### config.mk
export PLATFORM = sky130hd
export DESIGN_NAME = sbst_tap
export DESIGN_NICKNAME = d
export VERILOG_FILES = /design/src/common/sbst_pkg.sv /design/src/rtl/sbst_tap.sv /design/src/rtl/sbst_sync.sv
export SDC_FILE = /design/constraint.sdc
export NUM_CORES = 1
export LEC_CHECK = 0
export ABC_AREA = 1
export ABC_CLOCK_PERIOD_IN_PS = 3250
export BUFFER_PORTS_ARGS = -buffer_cell sky130_fd_sc_hd__buf_4
export CORE_MARGIN = 2
export CORE_UTILIZATION = 43
export DETAILED_ROUTE_END_ITERATION = 12
export MAX_ROUTING_LAYER = met4
export PLACE_DENSITY = 0.6
export SLEW_MARGIN = 20
export SYNTH_ARGS = -nofsm -noshare
export SYNTH_HDL_FRONTEND = slang
export SYNTH_HIERARCHICAL = 1
export SYNTH_SLANG_ARGS = --single-unit
export TNS_END_PERCENT = 50
### constraint.sdc
create_clock -name clk_sys -period 3.25 [get_ports clk_sys]
set_input_delay 0.325 -clock clk_sys [delete_from_list [all_inputs] [get_ports clk_sys]]
set_output_delay 0.325 -clock clk_sys [all_outputs]
set_load 0.05 [all_outputs]
### src/common/sbst_pkg.sv
// constants and types for the memory boundary-scan test port
// assumes a single system clock that oversamples the scan pins
`default_nettype none

package sbst_pkg;

	// register lengths between tdi and tdo
	localparam int IR_LEN = 3;
	localparam int ID_LEN = 32;
	localparam int BS_LEN = 107;

	// instruction codes
	localparam logic [2:0] IR_EXTEST  = 3'h0;
	localparam logic [2:0] IR_IDCODE  = 3'h1;
	localparam logic [2:0] IR_SAMPZ   = 3'h2;
	localparam logic [2:0] IR_SAMPLE  = 3'h4;
	localparam logic [2:0] IR_BYPASS  = 3'h7;
	localparam logic [2:0] IR_RESET   = IR_IDCODE;
	localparam logic [2:0] IR_CAPTURE = 3'h1;

	// identity word field positions
	localparam int ID_VER_LSB  = 29;
	localparam int ID_PART_LSB = 12;
	localparam int ID_VEND_LSB = 1;

	// identity values: arbitrary, not a real maker or part
	localparam logic [2:0]  ID_VERSION  = 3'h5;
	localparam logic [10:0] ID_VENDOR   = 11'h2B3;
	localparam logic [16:0] ID_PART_X8  = 17'h0A5A1;
	localparam logic [16:0] ID_PART_X18 = 17'h0A5A2;
	localparam logic [16:0] ID_PART_X36 = 17'h0A5A3;
	localparam logic        ID_PRESENT  = 1'h1;

	// pin synchroniser depth and tms reset run
	localparam int         SYNC_STAGES     = 3;
	localparam logic [2:0] TMS_RESET_EDGES = 3'h5;

	// tdo buffer
	localparam int         BUF_DEPTH = 2;
	localparam logic [1:0] BUF_FULL  = 2'h2;

	typedef enum logic [3:0] {
		ST_TLR   = 4'h0,
		ST_RTI   = 4'h1,
		ST_SELDR = 4'h2,
		ST_CAPDR = 4'h3,
		ST_SHDR  = 4'h4,
		ST_EX1DR = 4'h5,
		ST_PSDR  = 4'h6,
		ST_EX2DR = 4'h7,
		ST_UPDR  = 4'h8,
		ST_SELIR = 4'h9,
		ST_CAPIR = 4'hA,
		ST_SHIR  = 4'hB,
		ST_EX1IR = 4'hC,
		ST_PSIR  = 4'hD,
		ST_EX2IR = 4'hE,
		ST_UPIR  = 4'hF
	} sbst_state_e;

	typedef enum logic [1:0] {
		SEL_BS  = 2'h0,
		SEL_ID  = 2'h1,
		SEL_BYP = 2'h2
	} sbst_sel_e;

endpackage : sbst_pkg

`default_nettype wire

### src/rtl/sbst_tap.sv
// boundary-scan test port of the burst memory, oversampled on clk_sys
// assumes tck, tms, tdi arrive asynchronously and tck is far slower than clk_sys;
// ring_i is the pin ring, already in the clk_sys domain
`default_nettype none

// Operation
// next state from tms at tck rise
// registers are 3, 1, 32, 107 bits
// identity word version, part, vendor fields
// identity word bit 0 reads one
// part code differs per organisation
// code 001 selects identity word
// code 000 captures ring, outputs stay driven
// host deselects read port for high-z
// code 010 captures ring, outputs high-z
// code 100 captures ring, no preload
// host never loads codes 011, 101; the bench loads both in t_reserved
// reserved codes select the bypass bit
// reset and test-logic-reset load identity instruction
// capture-ir loads 01 in low bits
// tdo changes on tck fall only
// five tms-high edges reset the port
module sbst_tap
	import sbst_pkg::*;
#(
	parameter int ORG = 0
) (
	// clock, reset, enable
	input  wire logic                clk_sys,
	input  wire logic                sys_rst,
	input  wire logic                clk_en,
	// scan pins
	input  wire logic                tck,
	input  wire logic                tms,
	input  wire logic                tdi,
	output logic                     tdo_q,
	output logic                     tdo_oe_q,
	// memory pin ring
	input  wire logic [BS_LEN-1:0]   ring_i,
	output logic                     out_hiz_q
);

	// part code per organisation
	localparam logic [16:0] PART_CODE = (ORG == 0) ? ID_PART_X8 :
		(ORG == 1) ? ID_PART_X18 : ID_PART_X36;
	// fixed identity fields
	localparam logic [ID_LEN-1:0] ID_WORD = {ID_VERSION, PART_CODE, ID_VENDOR, ID_PRESENT};

	typedef struct packed {
		sbst_state_e                    st;
		logic [IR_LEN-1:0]              ir;
		logic [IR_LEN-1:0]              ir_sh;
		logic [BS_LEN-1:0]              bs;
		logic [ID_LEN-1:0]              id;
		logic                           byp;
		logic                           hiz;
		logic [BUF_DEPTH-1:0][1:0]      fifo;
		logic [1:0]                     cnt;
		logic                           tdo;
		logic                           tdo_oe;
		logic [2:0]                     hi_cnt;
	} sbst_tap_s;

	sbst_tap_s q;
	sbst_tap_s d;

	logic tck_rise;
	logic tck_fall;
	logic tms_lvl;
	logic tdi_lvl;
	logic take;

	// pins, all three delayed alike so tms and tdi stay aligned to tck
	sbst_sync u_sync_tck (
		.clk_sys (clk_sys),
		.sys_rst (sys_rst),
		.clk_en  (clk_en),
		.pin_i   (tck),
		.level_q (),
		.rise_q  (tck_rise),
		.fall_q  (tck_fall)
	);

	sbst_sync u_sync_tms (
		.clk_sys (clk_sys),
		.sys_rst (sys_rst),
		.clk_en  (clk_en),
		.pin_i   (tms),
		.level_q (tms_lvl),
		.rise_q  (),
		.fall_q  ()
	);

	sbst_sync u_sync_tdi (
		.clk_sys (clk_sys),
		.sys_rst (sys_rst),
		.clk_en  (clk_en),
		.pin_i   (tdi),
		.level_q (tdi_lvl),
		.rise_q  (),
		.fall_q  ()
	);

	function automatic sbst_state_e next_st(sbst_state_e s, logic m);
		case (s)
			ST_TLR:   next_st = m ? ST_TLR   : ST_RTI;
			ST_RTI:   next_st = m ? ST_SELDR : ST_RTI;
			ST_SELDR: next_st = m ? ST_SELIR : ST_CAPDR;
			ST_CAPDR: next_st = m ? ST_EX1DR : ST_SHDR;
			ST_SHDR:  next_st = m ? ST_EX1DR : ST_SHDR;
			ST_EX1DR: next_st = m ? ST_UPDR  : ST_PSDR;
			ST_PSDR:  next_st = m ? ST_EX2DR : ST_PSDR;
			ST_EX2DR: next_st = m ? ST_UPDR  : ST_SHDR;
			ST_UPDR:  next_st = m ? ST_SELDR : ST_RTI;
			ST_SELIR: next_st = m ? ST_TLR   : ST_CAPIR;
			ST_CAPIR: next_st = m ? ST_EX1IR : ST_SHIR;
			ST_SHIR:  next_st = m ? ST_EX1IR : ST_SHIR;
			ST_EX1IR: next_st = m ? ST_UPIR  : ST_PSIR;
			ST_PSIR:  next_st = m ? ST_EX2IR : ST_PSIR;
			ST_EX2IR: next_st = m ? ST_UPIR  : ST_SHIR;
			ST_UPIR:  next_st = m ? ST_SELDR : ST_RTI;
			default:  next_st = ST_TLR;
		endcase
	endfunction : next_st

	function automatic sbst_sel_e sel_of(logic [IR_LEN-1:0] ir);
		case (ir)
			// ring capture codes
			IR_EXTEST, IR_SAMPZ, IR_SAMPLE: sel_of = SEL_BS;
			// identity read
			IR_IDCODE: sel_of = SEL_ID;
			// reserved codes fall back to bypass
			default:   sel_of = SEL_BYP;
		endcase
	endfunction : sel_of

	// a tck rise is dropped only if the tdo buffer is full; cannot happen at the
	// rated tck speed since every fall drains one entry
	assign take = tck_rise && (q.cnt != BUF_FULL);

	always_comb begin
		d = q;
		if (take) begin
			case (q.st)
				ST_CAPDR: begin
					case (sel_of(q.ir))
						// ring snapshot, update-dr later has no effect
						SEL_BS:  d.bs = ring_i;
						// identity with presence bit
						SEL_ID:  d.id = ID_WORD;
						default: d.byp = 1'b0;
					endcase
				end
				ST_SHDR: begin
					case (sel_of(q.ir))
						// R2 107-bit chain, msb at tdi
						SEL_BS:  d.bs = {tdi_lvl, q.bs[BS_LEN-1:1]};
						SEL_ID:  d.id = {tdi_lvl, q.id[ID_LEN-1:1]};
						default: d.byp = tdi_lvl;
					endcase
				end
				// fixed capture pattern
				ST_CAPIR: d.ir_sh = IR_CAPTURE;
				ST_SHIR:  d.ir_sh = {tdi_lvl, q.ir_sh[IR_LEN-1:1]};
				ST_UPIR:  d.ir = q.ir_sh;
				default:  d.ir = q.ir;
			endcase
			// state from tms at tck rise
			d.st = next_st(q.st, tms_lvl);
			// identity instruction in reset state
			if (d.st == ST_TLR) begin
				d.ir = IR_RESET;
			end
			// run of tms-high edges
			if (!tms_lvl) begin
				d.hi_cnt = 3'h0;
			end else if (q.hi_cnt != TMS_RESET_EDGES) begin
				d.hi_cnt = q.hi_cnt + 3'h1;
			end
			// only sample-z floats the data outputs; R7 extest leaves them on
			d.hiz = (d.ir == IR_SAMPZ);
			// next tdo bit waits in the buffer for the fall
			d.fifo[q.cnt[0]][1] = (d.st == ST_SHDR) || (d.st == ST_SHIR);
			if (d.st == ST_SHIR) begin
				d.fifo[q.cnt[0]][0] = d.ir_sh[0];
			end else begin
				case (sel_of(d.ir))
					SEL_BS:  d.fifo[q.cnt[0]][0] = d.bs[0];
					SEL_ID:  d.fifo[q.cnt[0]][0] = d.id[0];
					default: d.fifo[q.cnt[0]][0] = d.byp;
				endcase
			end
			d.cnt = q.cnt + 2'h1;
		end
		// tdo moves on the tck fall
		if (tck_fall && q.cnt != 2'h0) begin
			d.tdo_oe  = q.fifo[0][1];
			d.tdo     = q.fifo[0][0];
			d.fifo[0] = q.fifo[1];
			d.cnt     = q.cnt - 2'h1;
		end
	end

	always_ff @(posedge clk_sys) begin
		if (sys_rst) begin
			q    <= '0;
			q.ir <= IR_RESET;
		end else if (clk_en) begin
			q <= d;
		end
	end

	assign tdo_q     = q.tdo;
	assign tdo_oe_q  = q.tdo_oe;
	assign out_hiz_q = q.hiz;

	// state moves only on a taken rise
	AST_STATE_ON_RISE: assert property (@(posedge clk_sys) disable iff (sys_rst)
		$changed(q.st) && !$past(sys_rst) |-> $past(take && clk_en))
		else $error("state moved without tck rise");

	// low enable freezes every register
	AST_FROZEN: assert property (@(posedge clk_sys) disable iff (sys_rst)
		!$past(clk_en) && !$past(sys_rst) |-> $stable(q))
		else $error("state moved while clock enable low");

	// chain shifts by one toward tdo
	AST_BS_SHIFT: assert property (@(posedge clk_sys) disable iff (sys_rst)
		$past(q.st == ST_SHDR && sel_of(q.ir) == SEL_BS && take && clk_en)
		|-> q.bs == {$past(tdi_lvl), $past(q.bs[BS_LEN-1:1])})
		else $error("boundary chain shift wrong");

	// identity word shifts toward tdo
	AST_ID_SHIFT: assert property (@(posedge clk_sys) disable iff (sys_rst)
		$past(q.st == ST_SHDR && sel_of(q.ir) == SEL_ID && take && clk_en)
		|-> q.id == {$past(tdi_lvl), $past(q.id[ID_LEN-1:1])})
		else $error("identity shift wrong");

	// bypass bit takes tdi in shift-dr
	AST_BYP_SHIFT: assert property (@(posedge clk_sys) disable iff (sys_rst)
		$past(q.st == ST_SHDR && sel_of(q.ir) == SEL_BYP && take && clk_en)
		|-> q.byp == $past(tdi_lvl))
		else $error("bypass shift wrong");

	// instruction loads on leaving update-ir
	AST_IR_LOAD: assert property (@(posedge clk_sys) disable iff (sys_rst)
		$past(q.st == ST_UPIR && take && clk_en) |-> q.ir == $past(q.ir_sh))
		else $error("instruction not loaded from shift stage");

	// fields of a captured identity word
	AST_ID_FIELDS: assert property (@(posedge clk_sys) disable iff (sys_rst)
		$past(q.st == ST_CAPDR && q.ir == IR_IDCODE && take && clk_en)
		|-> q.id[ID_LEN-1:ID_VER_LSB] == ID_VERSION && q.id[ID_VEND_LSB+:11] == ID_VENDOR
			&& q.id[ID_PART_LSB+:17] == PART_CODE)
		else $error("identity fields wrong");

	// presence bit
	AST_ID_PRESENT: assert property (@(posedge clk_sys) disable iff (sys_rst)
		$past(q.st == ST_CAPDR && q.ir == IR_IDCODE && take && clk_en) |-> q.id[0])
		else $error("identity presence bit low");

	// ring snapshot on capture
	AST_RING_CAP: assert property (@(posedge clk_sys) disable iff (sys_rst)
		$past(q.st == ST_CAPDR && sel_of(q.ir) == SEL_BS && take && clk_en)
		|-> q.bs == $past(ring_i))
		else $error("ring not captured");

	// high-z exactly under sample-z
	AST_HIZ: assert property (@(posedge clk_sys) disable iff (sys_rst)
		q.hiz == (q.ir == IR_SAMPZ))
		else $error("output high-z does not follow instruction");

	// reserved code clears only the bypass bit
	AST_RSVD_BYP: assert property (@(posedge clk_sys) disable iff (sys_rst)
		$past(q.st == ST_CAPDR && q.ir inside {3'h3, 3'h5, 3'h6} && take && clk_en)
		|-> !q.byp && $stable(q.bs) && $stable(q.id))
		else $error("reserved code did not select bypass");

	// identity instruction in reset state
	AST_TLR_IR: assert property (@(posedge clk_sys) disable iff (sys_rst)
		q.st == ST_TLR |-> q.ir == IR_IDCODE)
		else $error("reset state without identity instruction");

	// capture-ir pattern
	AST_CAPIR: assert property (@(posedge clk_sys) disable iff (sys_rst)
		$past(q.st == ST_CAPIR && take && clk_en) |-> q.ir_sh[1:0] == 2'h1)
		else $error("capture-ir pattern wrong");

	// tdo only after a fall
	AST_TDO_FALL: assert property (@(posedge clk_sys) disable iff (sys_rst)
		($changed(q.tdo) || $changed(q.tdo_oe)) && !$past(sys_rst) |-> $past(tck_fall && clk_en))
		else $error("tdo changed outside tck fall");

	// five high edges reach reset
	AST_FIVE_TMS: assert property (@(posedge clk_sys) disable iff (sys_rst)
		q.hi_cnt == TMS_RESET_EDGES |-> q.st == ST_TLR)
		else $error("five tms-high edges did not reset");

	COV_SHIFT_IR: cover property (@(posedge clk_sys) disable iff (sys_rst)
		q.st == ST_UPIR ##1 q.ir == IR_SAMPZ);
	COV_ID_OUT: cover property (@(posedge clk_sys) disable iff (sys_rst)
		q.st == ST_SHDR && q.ir == IR_IDCODE && q.tdo_oe);
	COV_RING: cover property (@(posedge clk_sys) disable iff (sys_rst)
		q.st == ST_SHDR && q.ir == IR_SAMPLE);
	COV_BUF_FULL: cover property (@(posedge clk_sys) disable iff (sys_rst)
		q.cnt == BUF_FULL);
	COV_TMS_RESET: cover property (@(posedge clk_sys) disable iff (sys_rst)
		q.hi_cnt == TMS_RESET_EDGES && $past(q.st) == ST_SELIR && q.st == ST_TLR);

endmodule : sbst_tap

`default_nettype wire

### src/rtl/sbst_sync.sv
// three-stage pin synchroniser with agreed level and edge pulses
// assumes the pin is asynchronous to clk_sys
`default_nettype none

module sbst_sync
	import sbst_pkg::*;
(
	// clock, reset, enable
	input  wire logic clk_sys,
	input  wire logic sys_rst,
	input  wire logic clk_en,
	// raw pin
	input  wire logic pin_i,
	// filtered level and one-cycle edges
	output logic      level_q,
	output logic      rise_q,
	output logic      fall_q
);

	typedef struct packed {
		logic [SYNC_STAGES-1:0] stg;
		logic                   lvl;
		logic                   rise;
		logic                   fall;
	} sbst_sync_s;

	sbst_sync_s q;
	sbst_sync_s d;

	always_comb begin
		d      = q;
		d.stg  = {q.stg[1:0], pin_i};
		d.rise = 1'b0;
		d.fall = 1'b0;
		// first stage only feeds the second
		if (q.stg[1] == q.stg[2] && q.stg[2] != q.lvl) begin
			d.lvl  = q.stg[2];
			d.rise = q.stg[2];
			d.fall = ~q.stg[2];
		end
	end

	always_ff @(posedge clk_sys) begin
		if (sys_rst) begin
			q <= '0;
		end else if (clk_en) begin
			q <= d;
		end
	end

	assign level_q = q.lvl;
	assign rise_q  = q.rise;
	assign fall_q  = q.fall;

endmodule : sbst_sync

`default_nettype wire

==> results of run 1 <==
[area by class of cell]
class	count	area [µm²]	area share, %
Clock buffer	22	474.2	5.242
Clock inverter	9	87.58	0.9682
Inverter	166	625.6	6.916
Multi-Input combinational cell	482	3131	34.61
Sequential cell	173	3463	38.28
Tap cell	225	281.5	3.112
Timing Repair Buffer	126	983.4	10.87
[cells in the final DEF (no fill, tap or decap), drive strengths merged]
| master | instances |
|---|---|
| clkbuf | 22 |
| nor2 | 36 |
| a221oi | 111 |
| mux2i | 1 |
| o21ai | 31 |
| a31oi | 2 |
| dfxtp | 173 |
| nand4 | 7 |
| nand2 | 72 |
| o21bai | 3 |
| clkinv | 5 |
| nand3 | 26 |
| bufinv | 1 |
| clkinvlp | 4 |
| buf | 126 |
| a32oi | 1 |
| a21oi | 60 |
| nand3b | 1 |
| o31ai | 1 |
| nor3 | 4 |
| inv | 165 |
| o22ai | 1 |
| nor3b | 3 |
| a211oi | 121 |
| or2 | 1 |
[per-layer routing]
metal | global-route usage [%] | up-vias | share of wire, %
li1 | - | 3359 | -
met1 | 26.80 | 3004 | 50
met2 | 29.01 | 116 | 45
met3 | 3.952 | 16 | 4.1
met4 | 6.597 | 0 | 1.4
met5 | - | - | 0
[per-stage QoR]
| stage | hold slack, ps | instances |
|---|---|---|
| floorplan | 394.1 | 891 |
| global placement | 444.9 | 1172 |
| detailed placement | 445.5 | 1172 |
| CTS | 141.8 | 1203 |
| global route | 147.2 | 1203 |
| finish | 157.7 | 1203 |
[worst paths after layout]
| kind | endpoint | slack [ps] | cells after the start |
|---|---|---|---|
| min | u_sync_tms/d[4] | 160 | 3 |
| max | q[112] | 970 | 8 |
| max reg2reg | q[112] | 970 | 8 |
| min reg2reg | q[122] | 450 | 2 |
[tightest hold or removal path, cell delays in order]
cell	delay, ps
buf_4	110
nand2_1	40
a21oi_1	50
[flip-flops by register name (all words and copies together) (netlist names), 2 cells and up]
name          count
q               156
u_sync_tck/d      2
u_sync_tdi/d      2
u_sync_tms/d      2
[where the power goes]
part	internal (µW)	leakage, µW	switching (µW)
sequential	2130	0.00139	5.17
clock	1110	0.000265	834
combinational	97.6	0.00175	80.3
==> results.py, run 1 <==
metrics = {
    "clock_network": {
        "ctsHoldBuffers": 0,
        "clk_path_buf_depth": 2,
        "cts_tree": "done",
        "clock_sinks": 173,
        "clk_latency_ps": 420,
        "cts-root-buf": "clkbuf_16",
        "numCtsBuffers": 17,
        "post_cts_buffers": 0,
        "htreeDepth": 4,
        "cts-resized-gates": 0,
        "cts.clk_slew.worst_paths_ps": 60,
    },
    "route": {
        "drt_iter0_drc": 582,
        "wl_per_cell_um": 14.40,
        "routed_wl_um": 17320,
        "vias": 6495,
        "dr.pass1.iters": 5,
        "vias_per_cell": 5.399,
        "drc": 0,
        "ant_nets": 0,
    },
    "setup_path": {
        "critPathBufInv": 2,
        "crit-reg2reg-launch": "q[158]",
        "cp-startpoint": "q[158]",
        "max_stage_delay_ps": 530,
        "path_class": "reg -> reg",
        "critPathRequiredTime_ps": 3510,
        "cp_cell_sequence": "nand2_1, inv_2, nand2_2, nand2_4, nand3_4, buf_4, a221oi_1, a211oi_1",
        "startpoint_type": "register",
        "cp.arrival_ps": 2540,
        "endpoint_kind": "register",
        "crit_family": "simple AND/OR/NAND/NOR gates",
        "critPathMaxFanout": 42,
        "cp_slowest_cell": "dfxtp_1",
    },
    "final_layout": {
        "diodes": 0,
        "drive_above_1_share_pct": 18.92,
        "fin_nets": 1079,
        "final_util_pct": 52.67,
        "postLayoutCellArea_um2": 9046,
        "area_growth_pct": 20.84,
        "fill_cells": 1702,
    },
    "min_path": {
        "min_from": "tms",
        "hold_class": "in -> reg",
    },
    "global_route": {
        "grt_pass1_wl_um": 28720,
        "grt_usage_pct": 19.61,
        "overflow": 0,
        "grt_antenna_before_repair": 0,
        "grt_max_degree": 107,
        "grt_pass1_vias": 5949,
    },
    "pwr": {
        "power.total_uw": 4258,
        "ir_drop_v": 0.0004038,
        "powerDensity_nw_per_um2": 470.7,
        "leakagePower_uw": 0.003414,
    },
    "place": {
        "place_congestion": 0.8977,
        "portBuffers": 115,
        "dp_slack_ps": 849.7,
        "postPlaceCellArea_um2": 8484,
        "dp_hpwl_um": 10750,
    },
    "timing": {
        "setup_viol_count_final": 0,
        "slew_headroom_pct": 36.67,
        "fmax_mhz": 437.8,
        "clock_skew_ps": 9.259,
        "worst_slew_pin_slew_ps": 950.0,
        "slew_viol_final": 0,
        "finalHoldViolations": 0,
        "worst_slack_ps": 965.7,
        "tns_ps": 0,
        "fin_crit_sh_pct": 70.29,
        "period_needed_ps": 2284,
        "rsz0062_at_grt": "no",
    },
    "flow_run": {
        "cap_violations": 0,
    },
    "die": {
        "io_pins": 116,
        "dieWidth_um": 135.9,
        "core_um2": 17180,
        "start_util_pct": 43.58,
        "die_height_um": 135.9,
        "rows": 48,
        "die_area_um2": 18480,
    },
    "synthesis": {
        "syn_area_um2": 7486,
        "synthCells": 891,
        "syn_area_per_cell_um2": 8.402,
        "syn-num-nets": 1004,
        "synth_warnings": 6,
    },
    "status": {
        "outcome": "finished, final reports clean",
    },
}
Note: power is estimated with default switching activity, not from simulation.
==> inputs of run 2 (changes only) <==
Settings changed: ABC_CLOCK_PERIOD_IN_PS 3250 to 2020, PLACE_DENSITY 0.6 to 0.63.
Clock period 3.25 ns to 2.02 ns, I/O delays scaled along.
==> run 2 against run 1 <==
Design area rose by 2.9%. Sequential power rose by 61%. Flip-flop and latch count did not move. Wire length rose by 2.6%. Hold slack got worse by 130 ps. Register-to-register slack got worse by 790 ps. Global-route usage rose by 0.21 points. Cell count rose by 0.91%. First-iteration DRC count fell by 25%. Sequential share of layout area fell by 1.0 points. Power rose by 71%. Critical endpoint is now q[7]. Largest cell class unchanged. Highest routed layer unchanged.
==> results.py, run 2 (synthesis gave the netlist of run 1 again) <==
metrics = {
    "timing": {
        "slew_headroom_pct": 65.42,
        "clock_skew_ps": 11.82,
        "fin_crit_sh_pct": 91.17,
        "fmax_mhz": 543.0,
        "worst_slew_pin_slew_ps": 518.7,
        "slew_viol_final": 0,
        "setup_viol_count_final": 0,
        "rsz0062_at_grt": "yes",
        "tns_ps": 0,
        "finalHoldViolations": 0,
        "worst_slack_ps": 178.3,
        "hold_slack_ps": 29.85,
        "period_needed_ps": 1842,
    },
    "place": {
        "dp.cells": 1180,
        "place_congestion": 0.8416,
        "dp_slack_ps": 121.3,
        "dp_hpwl_um": 11080,
        "portBuffers": 115,
    },
    "final_layout": {
        "diodes": 0,
        "final_cells": 1214,
        "top_register": "q",
        "final_cell_mix": "dfxtp_1, inv_1, buf_4, a211oi_1, a221oi_1",
        "fill_cells": 1637,
        "fin_nets": 1089,
        "layout_commonest_cell": "dfxtp_1",
        "largest_reg_flops": 156,
        "drive_above_1_share_pct": 21.23,
        "seq_area_um2": 3468,
        "multiInputGateArea_um2": 3159,
        "area_growth_pct": 24.39,
    },
    "status": {
        "outcome": "finished, final reports clean",
    },
    "global_route": {
        "overflow": 0,
        "grt_pass1_wl_um": 29010,
        "grt_antenna_before_repair": 0,
        "grt_pass1_vias": 6000,
        "grt_usage_pct": 19.81,
        "grt_max_degree": 149,
    },
    "pwr": {
        "power.total_uw": 7265,
        "leakagePower_uw": 0.003556,
        "powerDensity_nw_per_um2": 780.2,
        "ir_drop_v": 0.0006099,
    },
    "die": {
        "rows": 48,
        "die_height_um": 135.9,
        "io_pins": 116,
        "dieWidth_um": 135.9,
        "core_um2": 17180,
        "die_area_um2": 18480,
        "start_util_pct": 43.58,
    },
    "setup_path": {
        "critPathMaxFanout": 6,
        "startpoint_type": "register",
        "critPathBufInv": 3,
        "rr_endpoint": "q[7]",
        "path_class": "reg -> reg",
        "r2r_slack_ps": 180,
        "crit-reg2reg-launch": "q[158]",
        "cp_slowest_cell": "dfxtp_2",
        "endpoint_kind": "register",
        "cp.arrival_ps": 2140,
        "max_stage_delay_ps": 390,
        "crit_family": "simple AND/OR/NAND/NOR gates",
        "cp_cell_sequence": "buf_4, inv_1, nor2_2, nand2_1, nand3_1, nor2_1, nor2_1, nor2_2, inv_1, nand4_1, or2_2, nand3_1, a21oi_1",
        "critPathRequiredTime_ps": 2320,
        "reg2regPathDepth": 13,
    },
    "route": {
        "wl_per_cell_um": 14.64,
        "vias": 6646,
        "drc": 0,
        "routed_wl_um": 17770,
        "drt_iter0_drc": 434,
        "ant_nets": 0,
        "dr.pass1.iters": 5,
        "vias_per_cell": 5.474,
    },
    "clock_network": {
        "htreeDepth": 4,
        "clock_sinks": 173,
        "clk_latency_ps": 430,
        "numCtsBuffers": 17,
        "cts-root-buf": "clkbuf_16",
        "clk_path_buf_depth": 2,
        "cts.clk_slew.worst_paths_ps": 60,
        "cts_tree": "done",
    },
    "min_path": {
        "worstHoldPathCells": 3,
        "min_from": "tms",
        "holdPathEnd": "u_sync_tms/d[4]",
        "hold_class": "in -> reg",
    },
    "flow_run": {
        "cap_violations": 0,
    },
}
run 2: per-stage QoR:
| stage | util, % | area, µm² |
|---|---|---|
| 2_1_floorplan | - | 7486 |
| 3_3_place_gp | 50.04 | 8594 |
| 3_5_place_dp | 50.04 | 8594 |
| 4_1_cts | 53.77 | 9235 |
| 5_1_grt | 54.21 | 9311 |
| 6_report | 54.21 | 9311 |
run 2: where the power goes:
part           total, µW  internal, µW  leakage (µW)  switching, µW
clock network       3530          2130      0.000314           1400
registers           3430          3420       0.00140           8.36
logic                300           166       0.00185            134
total               7260          5720       0.00356           1550
run 2: worst max-delay path by stage:
stage	start	to	slack (ps)	cells after the start
global route	q[159]	q[7]	-20	14
global placement	q[158]	q[7]	150	13
finish	q[158]	q[7]	180	13
CTS	q[158]	q[7]	90	13
floorplan	q[158]	q[65]	340	9
detailed placement	q[160]	q[19]	120	7
run 2: worst min-delay path: stages:
cell and delay (ps):
buf_4 110, nand2_1 50, a21oi_1 50
run 2: area by class of cell:
| cell class | instances | share of cell area [%] |
|---|---|---|
| Clock buffer | 18 | 4.716 |
| Clock inverter | 14 | 2.163 |
| Inverter | 166 | 6.745 |
| Multi-Input combinational cell | 482 | 33.93 |
| Sequential cell | 173 | 37.25 |
| Tap cell | 225 | 3.023 |
| Timing Repair Buffer | 136 | 12.17 |
run 2: per-layer routing:
metal	GRT usage (%)	share of wire, %	up-vias
li1	-	-	3390
met1	26.50	47	3098
met2	29.60	46	133
met3	4.101	4.5	25
met4	7.350	1.6	0
met5	-	0	-
run 2: repair_timing:
action | in CTS | in global routing
endpoints found under the hold margin | 0 | 0
resized for setup | 0 | 17
setup endpoints to repair | 0 | 43
buffers inserted | 0 | 1
hold buffers | 0 | 0
